<file path="config.mk">
export PLATFORM = sky130hd
export DESIGN_NAME = ulm_uart
export DESIGN_NICKNAME = d
export VERILOG_FILES = /design/src/hw/ulm_pkg.sv /design/src/hw/ulm_uart.sv
export SDC_FILE = /design/constraint.sdc
export NUM_CORES = 1
export LEC_CHECK = 0
export BUFFER_PORTS_ARGS = -buffer_cell sky130_fd_sc_hd__buf_4
export CORE_UTILIZATION = 55
export CTS_CLUSTER_DIAMETER = 150
export DETAILED_ROUTE_END_ITERATION = 7
export PLACE_DENSITY = 0.69
export SYNTH_ARGS = -nofsm -noshare
export SYNTH_HDL_FRONTEND = slang
export SYNTH_HIERARCHICAL = 1
export SYNTH_SLANG_ARGS = --single-unit
export TNS_END_PERCENT = 30
</file>
<file path="constraint.sdc">
create_clock -name clk -period 8.2 [get_ports clk]
set_input_delay 2.05 -clock clk [delete_from_list [all_inputs] [get_ports clk]]
set_output_delay 2.05 -clock clk [all_outputs]
set_load 0.1 [all_outputs]
</file>
<file path="src/hw/ulm_pkg.sv">
// constants for the serial channel line and modem_input_flags logic
package ulm_pkg;
  localparam logic [2:0] ADR_DATA = 3'h0;
  localparam logic [2:0] ADR_IER = 3'h1;
  localparam logic [2:0] ADR_IIR = 3'h2;
  localparam logic [2:0] ADR_LCR = 3'h3;
  localparam logic [2:0] ADR_MCR = 3'h4;
  localparam logic [2:0] ADR_LSR = 3'h5;
  localparam logic [2:0] ADR_MSR = 3'h6;
  localparam logic [2:0] ADR_SCR = 3'h7;
  localparam int LCR_DIVISOR_ACCESS_SELECT = 7;
  localparam int LCR_BRK = 6;
  localparam int LCR_STK = 5;
  localparam int LCR_EPS = 4;
  localparam int LCR_PEN = 3;
  localparam int LCR_STB = 2;
  localparam int MCR_LOOP = 4;
  localparam int MCR_AUX_OUTPUT_B = 3;
  localparam int MCR_AUX_OUTPUT_A = 2;
  localparam int MCR_RTS = 1;
  localparam int MCR_DTR = 0;
  localparam int FCR_EN = 0;
  localparam int FCR_RXRST = 1;
  localparam int FCR_TRIG = 6;
  localparam logic [7:0] RST_REG = 8'h00;
  localparam logic [15:0] RST_DIV = 16'h0002;
  localparam logic [5:0] TRIG_0 = 6'h01;
  localparam logic [5:0] TRIG_1 = 6'h04;
  localparam logic [5:0] TRIG_2 = 6'h08;
  localparam logic [5:0] TRIG_3 = 6'h0e;
  localparam logic [2:0] STOP_HALF_1 = 3'h2;
  localparam logic [2:0] STOP_HALF_15 = 3'h3;
  localparam logic [2:0] STOP_HALF_2 = 3'h4;
endpackage

</file>
<file path="src/hw/ulm_uart.sv">
// receive fifo and the line, modem and register logic of one serial channel
`timescale 1ns/1ps
////////////////////////////////////////////////////////////////////////////////
module ulm_fifo #(
  parameter int W = 11,
  parameter int D = 32,
  localparam int AW = $clog2(D)
) (
  input wire logic clk,
  input wire logic rst_n,
  input wire logic clr,
  input wire logic inValid,
  output logic inReady,
  input wire logic [W-1:0] inData,
  output logic outValid,
  input wire logic outReady,
  output logic [W-1:0] outData,
  output logic [AW:0] count
);
  logic [W-1:0] mem [D];
  logic [AW-1:0] wp_r;
  logic [AW-1:0] rp_r;
  logic [AW:0] cnt_r;
  wire doPush = inValid && inReady;
  wire doPop = outValid && outReady;
  assign inReady = cnt_r != D[AW:0];
  assign outValid = cnt_r != '0;
  assign outData = mem[rp_r];
  assign count = cnt_r;
  always_ff @(posedge clk) begin
    if (doPush) begin
      mem[wp_r] <= inData;
    end
  end
  always_ff @(posedge clk or negedge rst_n) begin
    if (!rst_n) begin
      wp_r <= '0;
      rp_r <= '0;
      cnt_r <= '0;
    end else if (clr) begin
      wp_r <= '0;
      rp_r <= '0;
      cnt_r <= '0;
    end else begin
      if (doPush) wp_r <= wp_r + 1'b1;
      if (doPop) rp_r <= rp_r + 1'b1;
      cnt_r <= cnt_r + {{AW{1'b0}}, doPush} - {{AW{1'b0}}, doPop};
    end
  end
endmodule
////////////////////////////////////////////////////////////////////////////////
// How it works
// - divisor select high maps low addresses to divisor latches, else data and enable
// - break force holds serial output at space
// - parity off sends none; even choice selects odd or even
// - forced parity sends constant, inverse of even choice
// - word length codes give five to eight data bits
// - stop count gives one, one and a half, or two stop bits
// - loopback joins transmitter to receiver, modem outputs to inputs, pins inactive except serial output held at space by break force
// - modem_output_control bits drive their pins inverted
// - fifo error flag zero in character mode, else set when an error character is queued, cleared on status read
// - transmitter empty only when holding and shift registers both empty
// - holding empty set when holding register free, cleared by write
// - error flags clear on status read; parity, framing and break shown when character reaches head
// - break flag when input spaced for a whole word time
// - break loads one zero character, then waits for mark and start
// - framing error on spaced stop bit, parity error on mismatch
// - character mode overrun when new character arrives before read
// - fifo mode overrun when full, new character destroyed
// - data ready while buffer or fifo holds a character
// - modem_input_flags bits are complements of input pins
// - delta bits set on change, ring only on rising input, clear on read
// - fifo data interrupt follows fill against trigger level
// - trigger code selects 1, 4, 8 or 14 bytes
module ulm_uart #(
  parameter int RX_DEPTH = 32
) (
  input wire logic clk,
  input wire logic rst_n,
  input wire logic cs,
  input wire logic [2:0] addr,
  input wire logic wrEn,
  input wire logic rdEn,
  input wire logic [7:0] wrData,
  output logic [7:0] rdData,
  input wire logic serialInPin,
  output logic serialOutPin,
  input wire logic ctsN,
  input wire logic dsrN,
  input wire logic riN,
  input wire logic dcdN,
  output logic rtsN,
  output logic dtrN,
  output logic auxOutputAN,
  output logic auxOutputBN,
  output logic rxDataIrq
);
  import ulm_pkg::*;
  typedef enum logic [2:0] {TX_IDLE, TX_START, TX_DATA, TX_PAR, TX_STOP} ulm_tx_t;
  typedef enum logic [2:0] {RX_IDLE, RX_START, RX_DATA, RX_PAR, RX_STOP, RX_MARK} ulm_rx_t;
  localparam int CW = $clog2(RX_DEPTH) + 1;
  logic [7:0] lcr_r, mcr_r, scr_r, thr_r, txSh_r, rxSh_r, rdData_r;
  logic [3:0] ier_r, msrPrev_r;
  logic [15:0] div_r, txCnt_r, rxCnt_r;
  logic fifoMode_r, thrFull_r, txPar_r, rxPar_r, rxZero_r, serialOut_r;
  logic [1:0] trigSel_r;
  logic [2:0] txBit_r, txHalf_r, rxBit_r;
  logic rxHalf_r, oe_r, pe_r, fe_r, bi_r, fifo_rx_error_r, headRep_r;
  logic clear_to_send_change_r, set_ready_change_r, ring_trailing_edge_r, carrier_change_r, rtsN_r, dtrN_r, auxA_r, auxB_r, irq_r;
  ulm_tx_t txSt_r;
  ulm_rx_t rxSt_r;
  logic inReady, outValid;
  logic [10:0] head;
  logic [CW-1:0] fifoCount;
////////////////////////////////////////////////////////////////////////////////
  // register decode
  wire wrS = cs && wrEn;
  wire rdS = cs && rdEn;
  wire divisor_access_select = lcr_r[LCR_DIVISOR_ACCESS_SELECT];
  wire selLo = addr == ADR_DATA;
  wire selHi = addr == ADR_IER;
  wire dllWr = wrS && selLo && divisor_access_select;
  wire dlmWr = wrS && selHi && divisor_access_select;
  wire thrWr = wrS && selLo && !divisor_access_select;
  wire ierWr = wrS && selHi && !divisor_access_select;
  wire fcrWr = wrS && addr == ADR_IIR;
  wire rbrRd = rdS && selLo && !divisor_access_select;
  wire lsrRd = rdS && addr == ADR_LSR;
  wire msrRd = rdS && addr == ADR_MSR;
  wire loop = mcr_r[MCR_LOOP];
  wire parity_on = lcr_r[LCR_PEN];
  wire even_parity_choice = lcr_r[LCR_EPS];
  wire stk = lcr_r[LCR_STK];
  wire [1:0] wls = lcr_r[1:0];
  wire [2:0] lastBit = {1'b1, wls};
  wire [7:0] dataMask = 8'hff >> (2'd3 - wls);
  always_ff @(posedge clk or negedge rst_n) begin
    if (!rst_n) begin
      lcr_r <= RST_REG;
      mcr_r <= RST_REG;
      scr_r <= RST_REG;
      ier_r <= RST_REG[3:0];
      div_r <= RST_DIV;
      fifoMode_r <= 1'b0;
      trigSel_r <= 2'b00;
    end else begin
      if (dllWr) div_r[7:0] <= wrData;
      if (dlmWr) div_r[15:8] <= wrData;
      if (ierWr) ier_r <= wrData[3:0];
      if (wrS && addr == ADR_LCR) lcr_r <= wrData;
      if (wrS && addr == ADR_MCR) mcr_r <= {3'b000, wrData[4:0]};
      if (wrS && addr == ADR_SCR) scr_r <= wrData;
      if (fcrWr) fifoMode_r <= wrData[FCR_EN];
      if (fcrWr && wrData[FCR_EN]) trigSel_r <= wrData[FCR_TRIG+:2];
    end
  end
////////////////////////////////////////////////////////////////////////////////
  // half-bit timing
  wire [15:0] halfDiv = (div_r[15:1] == 15'h0000) ? 16'h0001 : {1'b0, div_r[15:1]};
  wire txTick = txCnt_r == halfDiv - 16'h0001;
  wire rxTick = rxCnt_r == halfDiv - 16'h0001;
  wire [2:0] stopHalves = !lcr_r[LCR_STB] ? STOP_HALF_1 :
    (wls == 2'b00 ? STOP_HALF_15 : STOP_HALF_2);
////////////////////////////////////////////////////////////////////////////////
  // transmitter
  wire txLoad = txSt_r == TX_IDLE && thrFull_r && !thrWr;
  wire [7:0] txMasked = thr_r & dataMask;
  wire txParNew = stk ? !even_parity_choice : (even_parity_choice ? ^txMasked : ~^txMasked);
  wire txEnd = txTick && (txSt_r == TX_STOP ? txHalf_r == stopHalves - 3'h1 : txHalf_r[0]);
  wire txLine = txSt_r == TX_START ? 1'b0 : txSt_r == TX_DATA ? txSh_r[0] :
    txSt_r == TX_PAR ? txPar_r : 1'b1;
  wire tx_all_empty = !thrFull_r && txSt_r == TX_IDLE;
  always_ff @(posedge clk or negedge rst_n) begin
    if (!rst_n) begin
      txSt_r <= TX_IDLE;
      thr_r <= RST_REG;
      thrFull_r <= 1'b0;
      txSh_r <= RST_REG;
      txPar_r <= 1'b0;
      txBit_r <= 3'h0;
      txHalf_r <= 3'h0;
      txCnt_r <= 16'h0000;
    end else begin
      if (thrWr) thr_r <= wrData;
      if (thrWr) thrFull_r <= 1'b1;
      else if (txLoad) thrFull_r <= 1'b0;
      txCnt_r <= (txTick || txLoad) ? 16'h0000 : txCnt_r + 16'h0001;
      if (txLoad) begin
        txSt_r <= TX_START;
        txSh_r <= txMasked;
        txPar_r <= txParNew;
        txHalf_r <= 3'h0;
      end else if (txTick) begin
        txHalf_r <= txEnd ? 3'h0 : txHalf_r + 3'h1;
      end
      if (txEnd) begin
        unique case (txSt_r)
          TX_START: begin
            txSt_r <= TX_DATA;
            txBit_r <= 3'h0;
          end
          TX_DATA: begin
            txSh_r <= {1'b0, txSh_r[7:1]};
            txBit_r <= txBit_r + 3'h1;
            if (txBit_r == lastBit) txSt_r <= parity_on ? TX_PAR : TX_STOP;
          end
          TX_PAR: txSt_r <= TX_STOP;
          TX_STOP: txSt_r <= TX_IDLE;
          TX_IDLE: txSt_r <= TX_IDLE;
        endcase
      end
    end
  end
////////////////////////////////////////////////////////////////////////////////
  // receiver
  wire rxIn = loop ? txLine : serialInPin;
  wire rxSmp = rxTick && rxHalf_r;
  wire rxDone = rxSt_r == RX_STOP && rxSmp;
  wire [7:0] rxData = rxSh_r >> (2'd3 - wls);
  wire rxParExp = stk ? !even_parity_choice : (even_parity_choice ? ^rxData : ~^rxData);
  wire rxBreak = rxZero_r && !rxIn;
  wire [10:0] rxEntry = {rxBreak, !rxIn, parity_on && rxPar_r != rxParExp, rxData};
  wire rxOvr = fifoMode_r ? !inReady : fifoCount != '0;
  wire rxPush = rxDone && !rxOvr;
  wire fifoClr = fcrWr && (!wrData[FCR_EN] || wrData[FCR_RXRST]);
  always_ff @(posedge clk or negedge rst_n) begin
    if (!rst_n) begin
      rxSt_r <= RX_IDLE;
      rxSh_r <= RST_REG;
      rxBit_r <= 3'h0;
      rxHalf_r <= 1'b0;
      rxCnt_r <= 16'h0000;
      rxPar_r <= 1'b0;
      rxZero_r <= 1'b0;
    end else begin
      rxCnt_r <= (rxTick || rxSt_r == RX_IDLE) ? 16'h0000 : rxCnt_r + 16'h0001;
      if (rxTick) rxHalf_r <= !rxHalf_r;
      unique case (rxSt_r)
        RX_IDLE: if (!rxIn) begin
          rxSt_r <= RX_START;
          rxHalf_r <= 1'b0;
        end
        RX_START: if (rxTick) begin
          rxSt_r <= rxIn ? RX_IDLE : RX_DATA;
          rxHalf_r <= 1'b0;
          rxBit_r <= 3'h0;
          rxZero_r <= 1'b1;
        end
        RX_DATA: if (rxSmp) begin
          rxSh_r <= {rxIn, rxSh_r[7:1]};
          rxZero_r <= rxZero_r && !rxIn;
          rxBit_r <= rxBit_r + 3'h1;
          if (rxBit_r == lastBit) rxSt_r <= parity_on ? RX_PAR : RX_STOP;
        end
        RX_PAR: if (rxSmp) begin
          rxPar_r <= rxIn;
          rxZero_r <= rxZero_r && !rxIn;
          rxSt_r <= RX_STOP;
        end
        RX_STOP: if (rxSmp) rxSt_r <= rxIn ? RX_IDLE : RX_MARK;
        RX_MARK: if (rxIn) rxSt_r <= RX_IDLE;
        default: rxSt_r <= RX_IDLE;
      endcase
    end
  end
  ulm_fifo #(.W(11), .D(RX_DEPTH)) rxFifo (
    .clk(clk),
    .rst_n(rst_n),
    .clr(fifoClr),
    .inValid(rxPush),
    .inReady(inReady),
    .inData(rxEntry),
    .outValid(outValid),
    .outReady(rbrRd),
    .outData(head),
    .count(fifoCount)
  );
////////////////////////////////////////////////////////////////////////////////
  // line status
  wire headNew = outValid && !headRep_r;
  wire [7:0] lsrVal = {fifoMode_r && fifo_rx_error_r, tx_all_empty, !thrFull_r, bi_r, fe_r, pe_r, oe_r, outValid};
  always_ff @(posedge clk or negedge rst_n) begin
    if (!rst_n) begin
      {oe_r, pe_r, fe_r, bi_r, fifo_rx_error_r, headRep_r} <= 6'h00;
    end else begin
      headRep_r <= rbrRd ? 1'b0 : outValid;
      oe_r <= (rxDone && rxOvr) || (oe_r && !lsrRd);
      pe_r <= (headNew && head[8]) || (pe_r && !lsrRd);
      fe_r <= (headNew && head[9]) || (fe_r && !lsrRd);
      bi_r <= (headNew && head[10]) || (bi_r && !lsrRd);
      fifo_rx_error_r <= (rxPush && fifoMode_r && |rxEntry[10:8]) || (fifo_rx_error_r && !lsrRd);
    end
  end
////////////////////////////////////////////////////////////////////////////////
  // modem_input_flags and outputs
  wire [3:0] msrIn = loop ? {mcr_r[MCR_AUX_OUTPUT_B], mcr_r[MCR_AUX_OUTPUT_A], mcr_r[MCR_DTR], mcr_r[MCR_RTS]} :
    ~{dcdN, riN, dsrN, ctsN};
  wire [3:0] msrChg = msrIn ^ msrPrev_r;
  wire [7:0] msrVal = {msrIn, carrier_change_r, ring_trailing_edge_r, set_ready_change_r, clear_to_send_change_r};
  wire [5:0] trigLevel = trigSel_r == 2'b00 ? TRIG_0 : trigSel_r == 2'b01 ? TRIG_1 :
    trigSel_r == 2'b10 ? TRIG_2 : TRIG_3;
  wire rxReach = fifoMode_r ? {{(6 - CW + 6){1'b0}}, fifoCount} >= {6'h00, trigLevel} : outValid;
  wire [7:0] rdMux = selLo ? (divisor_access_select ? div_r[7:0] : head[7:0]) :
    selHi ? (divisor_access_select ? div_r[15:8] : {4'h0, ier_r}) :
    addr == ADR_IIR ? {fifoMode_r, fifoMode_r, 3'b000, rxReach && ier_r[0], 1'b0, !(rxReach && ier_r[0])} :
    addr == ADR_LCR ? lcr_r : addr == ADR_MCR ? mcr_r :
    addr == ADR_LSR ? lsrVal : addr == ADR_MSR ? msrVal : scr_r;
  always_ff @(posedge clk or negedge rst_n) begin
    if (!rst_n) begin
      msrPrev_r <= 4'h0;
      {clear_to_send_change_r, set_ready_change_r, ring_trailing_edge_r, carrier_change_r} <= 4'h0;
      {rtsN_r, dtrN_r, auxA_r, auxB_r} <= 4'hf;
      serialOut_r <= 1'b1;
      irq_r <= 1'b0;
      rdData_r <= RST_REG;
    end else begin
      msrPrev_r <= msrIn;
      clear_to_send_change_r <= msrChg[0] || (clear_to_send_change_r && !msrRd);
      set_ready_change_r <= msrChg[1] || (set_ready_change_r && !msrRd);
      ring_trailing_edge_r <= (msrPrev_r[2] && !msrIn[2]) || (ring_trailing_edge_r && !msrRd);
      carrier_change_r <= msrChg[3] || (carrier_change_r && !msrRd);
      rtsN_r <= loop || !mcr_r[MCR_RTS];
      dtrN_r <= loop || !mcr_r[MCR_DTR];
      auxA_r <= loop || !mcr_r[MCR_AUX_OUTPUT_A];
      auxB_r <= loop || !mcr_r[MCR_AUX_OUTPUT_B];
      serialOut_r <= !lcr_r[LCR_BRK] && (loop || txLine);
      irq_r <= ier_r[0] && rxReach;
      if (rdS) rdData_r <= rdMux;
    end
  end
  assign rdData = rdData_r;
  assign serialOutPin = serialOut_r;
  assign rtsN = rtsN_r;
  assign dtrN = dtrN_r;
  assign auxOutputAN = auxA_r;
  assign auxOutputBN = auxB_r;
  assign rxDataIrq = irq_r;
endmodule
</file>
**After elaboration in Yosys (flattened, before gate mapping)**

Memory sizes are Yosys's and may differ from the RTL's.
Cells that the tools add are included.
W data, S select, Z words.

- Bits in registers: 164
- Latch bits: 0
- Bits in writable memories: 352
- ROM bits: 0
- Input port bits: 21
- Output and inout bits: 14
- Logic and storage cells: 279
- Memories: 1

Memory list:

| memory | words | width | read ports | clocked after Yosys merged registers in | write ports | line | text |
|---|---|---|---|---|---|---|---|
| rxFifo.mem | 32 | 11 | 1 | 0 | 1 | ulm_uart.sv:20 | `logic [W-1:0] mem [D];` |

- Add/sub/neg operators: 12
- $mul: 0
- Divide/modulo/power cells: 0
- $lt $le $gt $ge: 1
- Equal/unequal tests: 33
- Shift operators: 2
- Mux-type cells: 71
- Bitwise gates (word level): 3
- Reduce and logical (&&, ||, !) cells: 112

Operators by type and width:

| cell | count |
|---|---|
| $mux W8 | 12 |
| $mux W3 | 20 |
| $logic_and A1 B1 Y1 | 49 |
| $add A16 B1 Y16 const B | 2 |
| $eq A16 B16 Y1 | 2 |
| $mux W16 | 2 |
| $eq A3 B3 Y1 const B | 7 |
| $mux W1 | 21 |
| $mux W5 | 4 |
| $logic_not A1 Y1 | 19 |
| $eq A3 B2 Y1 const B | 6 |
| $pmux W3 S6 | 1 |
| $logic_or A1 B1 Y1 | 17 |
| $reduce_xnor A8 Y1 | 2 |
| $reduce_xor A8 Y1 | 2 |
| $sub A15 B1 Y16 const B | 1 |
| $logic_not A15 Y1 | 1 |
| $mux W15 | 1 |
| $ne A2 B2 Y1 const B | 7 |
| $reduce_bool A2 Y1 | 7 |
| $mux W4 | 3 |
| $pmux W3 S2 | 2 |
| $pmux W3 S4 | 1 |
| $add A5 B1 Y5 const B | 2 |
| other kinds (29) | 43 |

**Longest topological paths before layout**

- Depth after elaboration: 11
- Mapped depth: 28
- Mapped depth without buffers: 24

**Modules after synthesis**

Netlist, hierarchy kept.

By module, submodules not included:

| module | times used | cells each | area each (um^2) | sequential area each (um^2) |
|---|---|---|---|---|
| ulm_fifo | 1 | 725 | 14670.3 | 10970.5 |
| ulm_uart | 1 | 901 | 8720.9 | 3711.1 |

**Worst setup path before layout**

Ideal clock, no wire load.

- Path type: register -> register
- Start: reg div_r[1]
- End: reg rxFifo.cnt_r[4] (netlist: rxFifo/count[4])
- Library setup time: 0.132 ns
- Data arrival time: 5.264 ns
- Data required time: 8.068 ns
- Setup slack: 2.804 ns
- Stages on the path, launching flop included: 28
- Buffers on the path: 3
- Clock period less this slack: 5.396 ns
- Cell sequence: dfstp_2 > clkbuf_1 > nor4_2 > nand2_1 > nor2_1 > nor2_1 > ha_1 > nor3b_1 > buf_2 > nand3_1 > mux2_2 > mux2i_1 > nand4_1 > nor3_1 > ha_1 > nand4_1 > nor2_1 > and2_1 > clkbuf_1 > inv_1 > ha_1 > inv_1 > ha_1 > fa_1 > a21oi_1 > o21bai_1 > xnor2_1 > nor2_1

- Longest elaborated chain between the ends: 11

RTL lines:

| element | line | text |
|---|---|---|
| from (decl) | ulm_uart.sv:104 | `logic [15:0] div_r, txCnt_r, rxCnt_r;` |
| from (signal assigned) | ulm_uart.sv:147 | `if (dllWr) div_r[7:0] <= wrData;` |
| $logic_not A15 Y1 | ulm_uart.sv:159 | `wire [15:0] halfDiv = (div_r[15:1] == 15'h0000) ? 16'h0001 : {1'b0, div_r[15:1]};` |
| $mux W15 (*) | ulm_uart.sv:159 |  |
| $sub A15 B1 Y16 (*) | ulm_uart.sv:161 | `wire rxTick = rxCnt_r == halfDiv - 16'h0001;` |
| $eq A16 B16 Y1 (*) | ulm_uart.sv:161 |  |
| $logic_and A1 B1 Y1 (*) | ulm_uart.sv:217 | `wire rxSmp = rxTick && rxHalf_r;` |
| $logic_and A1 B1 Y1 (*) | ulm_uart.sv:218 | `wire rxDone = rxSt_r == RX_STOP && rxSmp;` |
| $logic_and A1 B1 Y1 (*) | ulm_uart.sv:224 | `wire rxPush = rxDone && !rxOvr;` |
| via rxPush | ulm_uart.sv:224 |  |
| $logic_and A1 B1 Y1 (*) | ulm_uart.sv:24 | `wire doPush = inValid && inReady;` |
| $add A6 B1 Y6 (*) | ulm_uart.sv:47 | `cnt_r <= cnt_r + {{AW{1'b0}}, doPush} - {{AW{1'b0}}, doPop};` |
| $sub A6 B1 Y6 (*) | ulm_uart.sv:47 |  |
| $mux W6 (*) | ulm_uart.sv:40 | `end else if (clr) begin` |
| to (signal assigned) | ulm_uart.sv:47 |  |
| to (decl) | ulm_uart.sv:23 | `logic [AW:0] cnt_r;` |

Mark *: on every way through the listed nets, which the timed path passes. The rest lies on a longest branch.
A chain may end at the register's enable or synchronous reset.

**Worst setup path after layout**

- Start: reg div_r[7]
- End: mem rxFifo.mem[4][2] (enable)

- Longest elaborated chain between the ends: 10

RTL lines:

| element | line | text |
|---|---|---|
| $logic_not A15 Y1 | ulm_uart.sv:159 |  |
| $mux W15 (*) | ulm_uart.sv:159 |  |
| $sub A15 B1 Y16 (*) | ulm_uart.sv:161 |  |
| $eq A16 B16 Y1 (*) | ulm_uart.sv:161 |  |
| $logic_and A1 B1 Y1 (*) | ulm_uart.sv:217 |  |
| $logic_and A1 B1 Y1 (*) | ulm_uart.sv:218 |  |
| $logic_and A1 B1 Y1 (*) | ulm_uart.sv:224 |  |
| via rxPush | ulm_uart.sv:224 |  |
| $logic_and A1 B1 Y1 (*) | ulm_uart.sv:24 |  |
| $mux W1 (*) | ulm_uart.sv:31 | `if (doPush) begin` |
| $mux W1 (not written as such) (*) | ulm_uart.sv:32 | `mem[wp_r] <= inData;` |
| to (decl) | ulm_uart.sv:20 |  |

Marked as above.

==> results by group <==
Worst hold path
  • Hold WC Path Type: reg2reg

Clock network
  • Clock tree buffer depth: 3
  • Post-CTS sizing: 0
  • Clk_lat worst skew: 0.63 ns
  • CTS root buf: clkbuf_16
  • Clock sink count: 516
  • CTS Hold Bufs: 0
  • CTS Buf Count: 52
  • CTS tree: done
  • Max H-tree Level: 2
  • Post-CTS Setup Bufs: 0
  • Clock Pin Slew Worst Setup and Hold Paths: 0.07 ns

Route
  • Vias: 14040
  • Routed Wire Length: 55610 um
  • Post-route DRC: 0
  • DRT iter0 DRCs: 1402
  • Via density: 6.346
  • Mean routed wirelength per cell: 25.13 um
  • First drt pass iteration count: 5
  • Final ANT Viol Nets: 0

Worst setup path
  • CP arrival: 7.16 ns
  • CP max FO: 13
  • Startpoint type of the worst setup path: flop
  • WP data required: 8.40 ns
  • CP endpoint kind: flop
  • CP Class: reg2reg

Cells and area
  • Util after Layout: 61.65%
  • Final #Nets: 1680
  • Final Cell Area: 25860 um^2
  • Layout cells sized above 1: 17.08%
  • Area Growth Syn to Fin: 10.55%
  • N_diodes: 0

Synthesis
  • Yosys cell types: 84
  • Compound-Gate Fraction of Synth Area: 6.767%
  • Main combinational cell family by area after synthesis: multiplexers
  • Top-count cell post-synth: edfxtp_1
  • Commonest cells post-synth: edfxtp_1 (352), dfrtp_1 (158), nor2_1 (121)
  • Syn nets: 1674
  • Adder-cell share of the synthesized area: 1.476%
  • Xor/xnor cell area share of the yosys netlist: 3.370%
  • Mapped Avg Cell Area: 14.39 um^2
  • Post-synthesis mux area share: 13.92%
  • Sequential area share after synthesis: 62.77%
  • Ys async rst share: 31.78%
  • Synth top area share: 45.19%
  • Top FF cell, synth: edfxtp_1
  • Synth top area cells: edfxtp_1 (45%), dfrtp_1 (17%), mux4_2 (5.2%), mux2_2 (3.1%), mux2i_1 (2.6%)
  • Cell Area, Synth: 23390 um^2
  • Cell count after synthesis: 1626
  • Post-synth EDFFs: 352
  • Syn. warnings: 6
  • Synth Area in Simple Gates: 8.794%
  • Yosys top cell by area: edfxtp_1
  • #FFs+latches synth: 516

Global routing
  • All-layer global routing usage: 26.17%
  • Vias in the first global route: 13860
  • Largest net degree at the start of global routing: 89
  • Grt ovf: 0
  • First-pass GRT wire length: 84720 um
  • Initial antenna violation count: 0

STA
  • Final period utilization: 84.95%
  • Slew margin rel.: 16.59%
  • Worst-Margin Slew: 1.242 ns
  • Fmax: 143.6 MHz
  • Final min period: 6.966 ns
  • Layout Skew: 0.06196 ns
  • RSZ-0062 raised after global routing: false
  • Hold WS: 0.4486 ns
  • Pins over their slew limit: 0
  • Setup Viol. Count Final: 0
  • Setup TNS: 0 ns
  • Final hold vios: 0

Power and ir drop
  • Combinational Power Share: 24.9%
  • Power Internal: 0.005507 W
  • Worst vdd ir: 0.2576 mV
  • Net Sw Power: 0.002541 W
  • Pwr Total: 0.008048 W
  • Pwr Density: 311.2 nW/um^2
  • Switching share of power: 31.57%
  • Clk pwr share: 32.7%
  • Leakage power: 9.464 nW
  • Flop pwr share: 42.4%

Floorplanning
  • Core area: 41950 um^2
  • Starting Density: 55.76%
  • Die Width: 208.2 um
  • DIE HEIGHT: 208.2 um
  • Io pins: 35
  • Die Footprint: 43360 um^2
  • Rows: 75

Run status
  • Status: finished, final reports clean

Place
  • Placed instance area: 23930 um^2
  • RePlAce Congestion: 0.9174
  • Post-DP HPWL: 36170 um
  • Port bufs: 34

Flow run
  • Max cap viols: 0
[per-layer routing]
metal / GRT usage [%] / wire length [um]
met1: 36.28 / 23120
met2: 41.69 / 26840
met3: 4.528 / 3749
met4: 9.936 / 1900
met5: 0 / 0
[worst paths after layout]
kind	from	endpoint	slack (ns)	cells past startpoint
worst max-delay path	div_r[7]	rxFifo/mem[4][2]	1.23	17
worst min-delay path	lcr_r[6]	serialOutPin	0.45	1
worst max register to register	div_r[7]	rxFifo/mem[4][2]	1.23	17
worst min register to register	lcr_r[6]	serialOutPin	0.45	1
max in group asynchronous	rst_n	rdData[5]	5.24	2
min in group asynchronous	rst_n	rxCnt_r[7]	1.52	1
[power by group through the flow]
stage | sequential, W | clock, W | combinational [W]
after global placement | 0.00345 | 0 | 0.00196
final | 0.00342 | 0.00263 | 0.00200
after global routing | 0.00346 | 0.00276 | 0.00216
after floorplan | 0.00334 | 0 | 0.00147
after detailed placement | 0.00347 | 0 | 0.00199
after CTS | 0.00342 | 0.00267 | 0.00200
[critical path: stages, from the launching register on]
cell and delay (ns):
dfrtp_1 0.60, nor4_1 0.20, nand3_1 0.21, nor2_1 0.08, nor2_1 0.10, ha_1 0.24, nor3b_1 1.00, nand2_1 0.23
xnor2_1 0.19, a2111oi_0 0.41, nand4_1 0.20, nor3_1 0.44, ha_1 0.31, nand4_1 0.25, nor2_1 0.39, and2_1 0.32
nand2_1 0.42, nor2_1 0.94
[flip-flops by register name, indices dropped and copies added, names as in the netlist, 4 cells and up]
register,count
msrPrev_r,4
txSh_r,8
mcr_r,5
txCnt_r,16
rxFifo/count,6
div_r,16
rxCnt_r,16
rxFifo/wp_r,5
rxFifo/rp_r,5
scr_r,8
thr_r,8
rdData,8
lcr_r,8
rxFifo/mem,352
ier_r,4
rxSh_r,8
[cell families (layout without fill, tap and decap cells)]
kind of cell / Yosys count / in the layout
and+or+nand+nor: 418 / 418
AOI/OAI and AO/OA: 235 / 235
adders and majority gates: 27 / 27
xor gates and xnor gates: 90 / 90
muxes: 209 / 209
DFF: 516 / 516
buffers and inverters: 131 / 179
[per-stage QoR]
stage / instances / worst slack (ns)
2_1_floorplan: 1626 / 2.804
3_3_place_gp: 2117 / 1.459
3_5_place_dp: 2117 / 1.427
4_1_cts: 2213 / 1.389
5_1_grt: 2213 / 0.4800
6_report: 2213 / 1.234
[placed cells by master, fill, tap and decap left out, types with 12 or more instances in the layout]
master | synthesis | final
o21ai_0 | 44 | 43
a22o_1 | 15 | 15
a211oi_1 | 22 | 22
inv_1 | 34 | 34
o22ai_1 | 18 | 18
xnor2_1 | 48 | 48
nor4_1 | 14 | 13
buf_4 | 6 | 46
dfrtp_1 | 158 | 156
nor2b_1 | 15 | 15
mux2_2 | 64 | 64
nand2_1 | 114 | 114
edfxtp_1 | 352 | 352
and3_1 | 17 | 17
mux4_2 | 54 | 54
clkbuf_16 | 0 | 52
nand3_1 | 41 | 41
nor3_1 | 20 | 20
a22oi_1 | 12 | 12
a21oi_1 | 53 | 51
mux2i_1 | 61 | 61
ha_1 | 26 | 26
nand4_1 | 15 | 15
bufinv_16 | 0 | 13
xor2_1 | 42 | 42
nor2_1 | 121 | 121
mux4_1 | 23 | 23
[area by class of cell]
cell class / count / area, um^2
Timing Repair Buffer: 48 / 376.6
Fill cell: 3060 / 16090
Tap cell: 539 / 674.4
Clock buffer: 57 / 1320
Multi-Input combinational cell: 979 / 8060
Sequential cell: 516 / 14690
Clock inverter: 39 / 609.3
Inverter: 35 / 131.4
No activity file was read; power rests on OpenSTA's default activity.
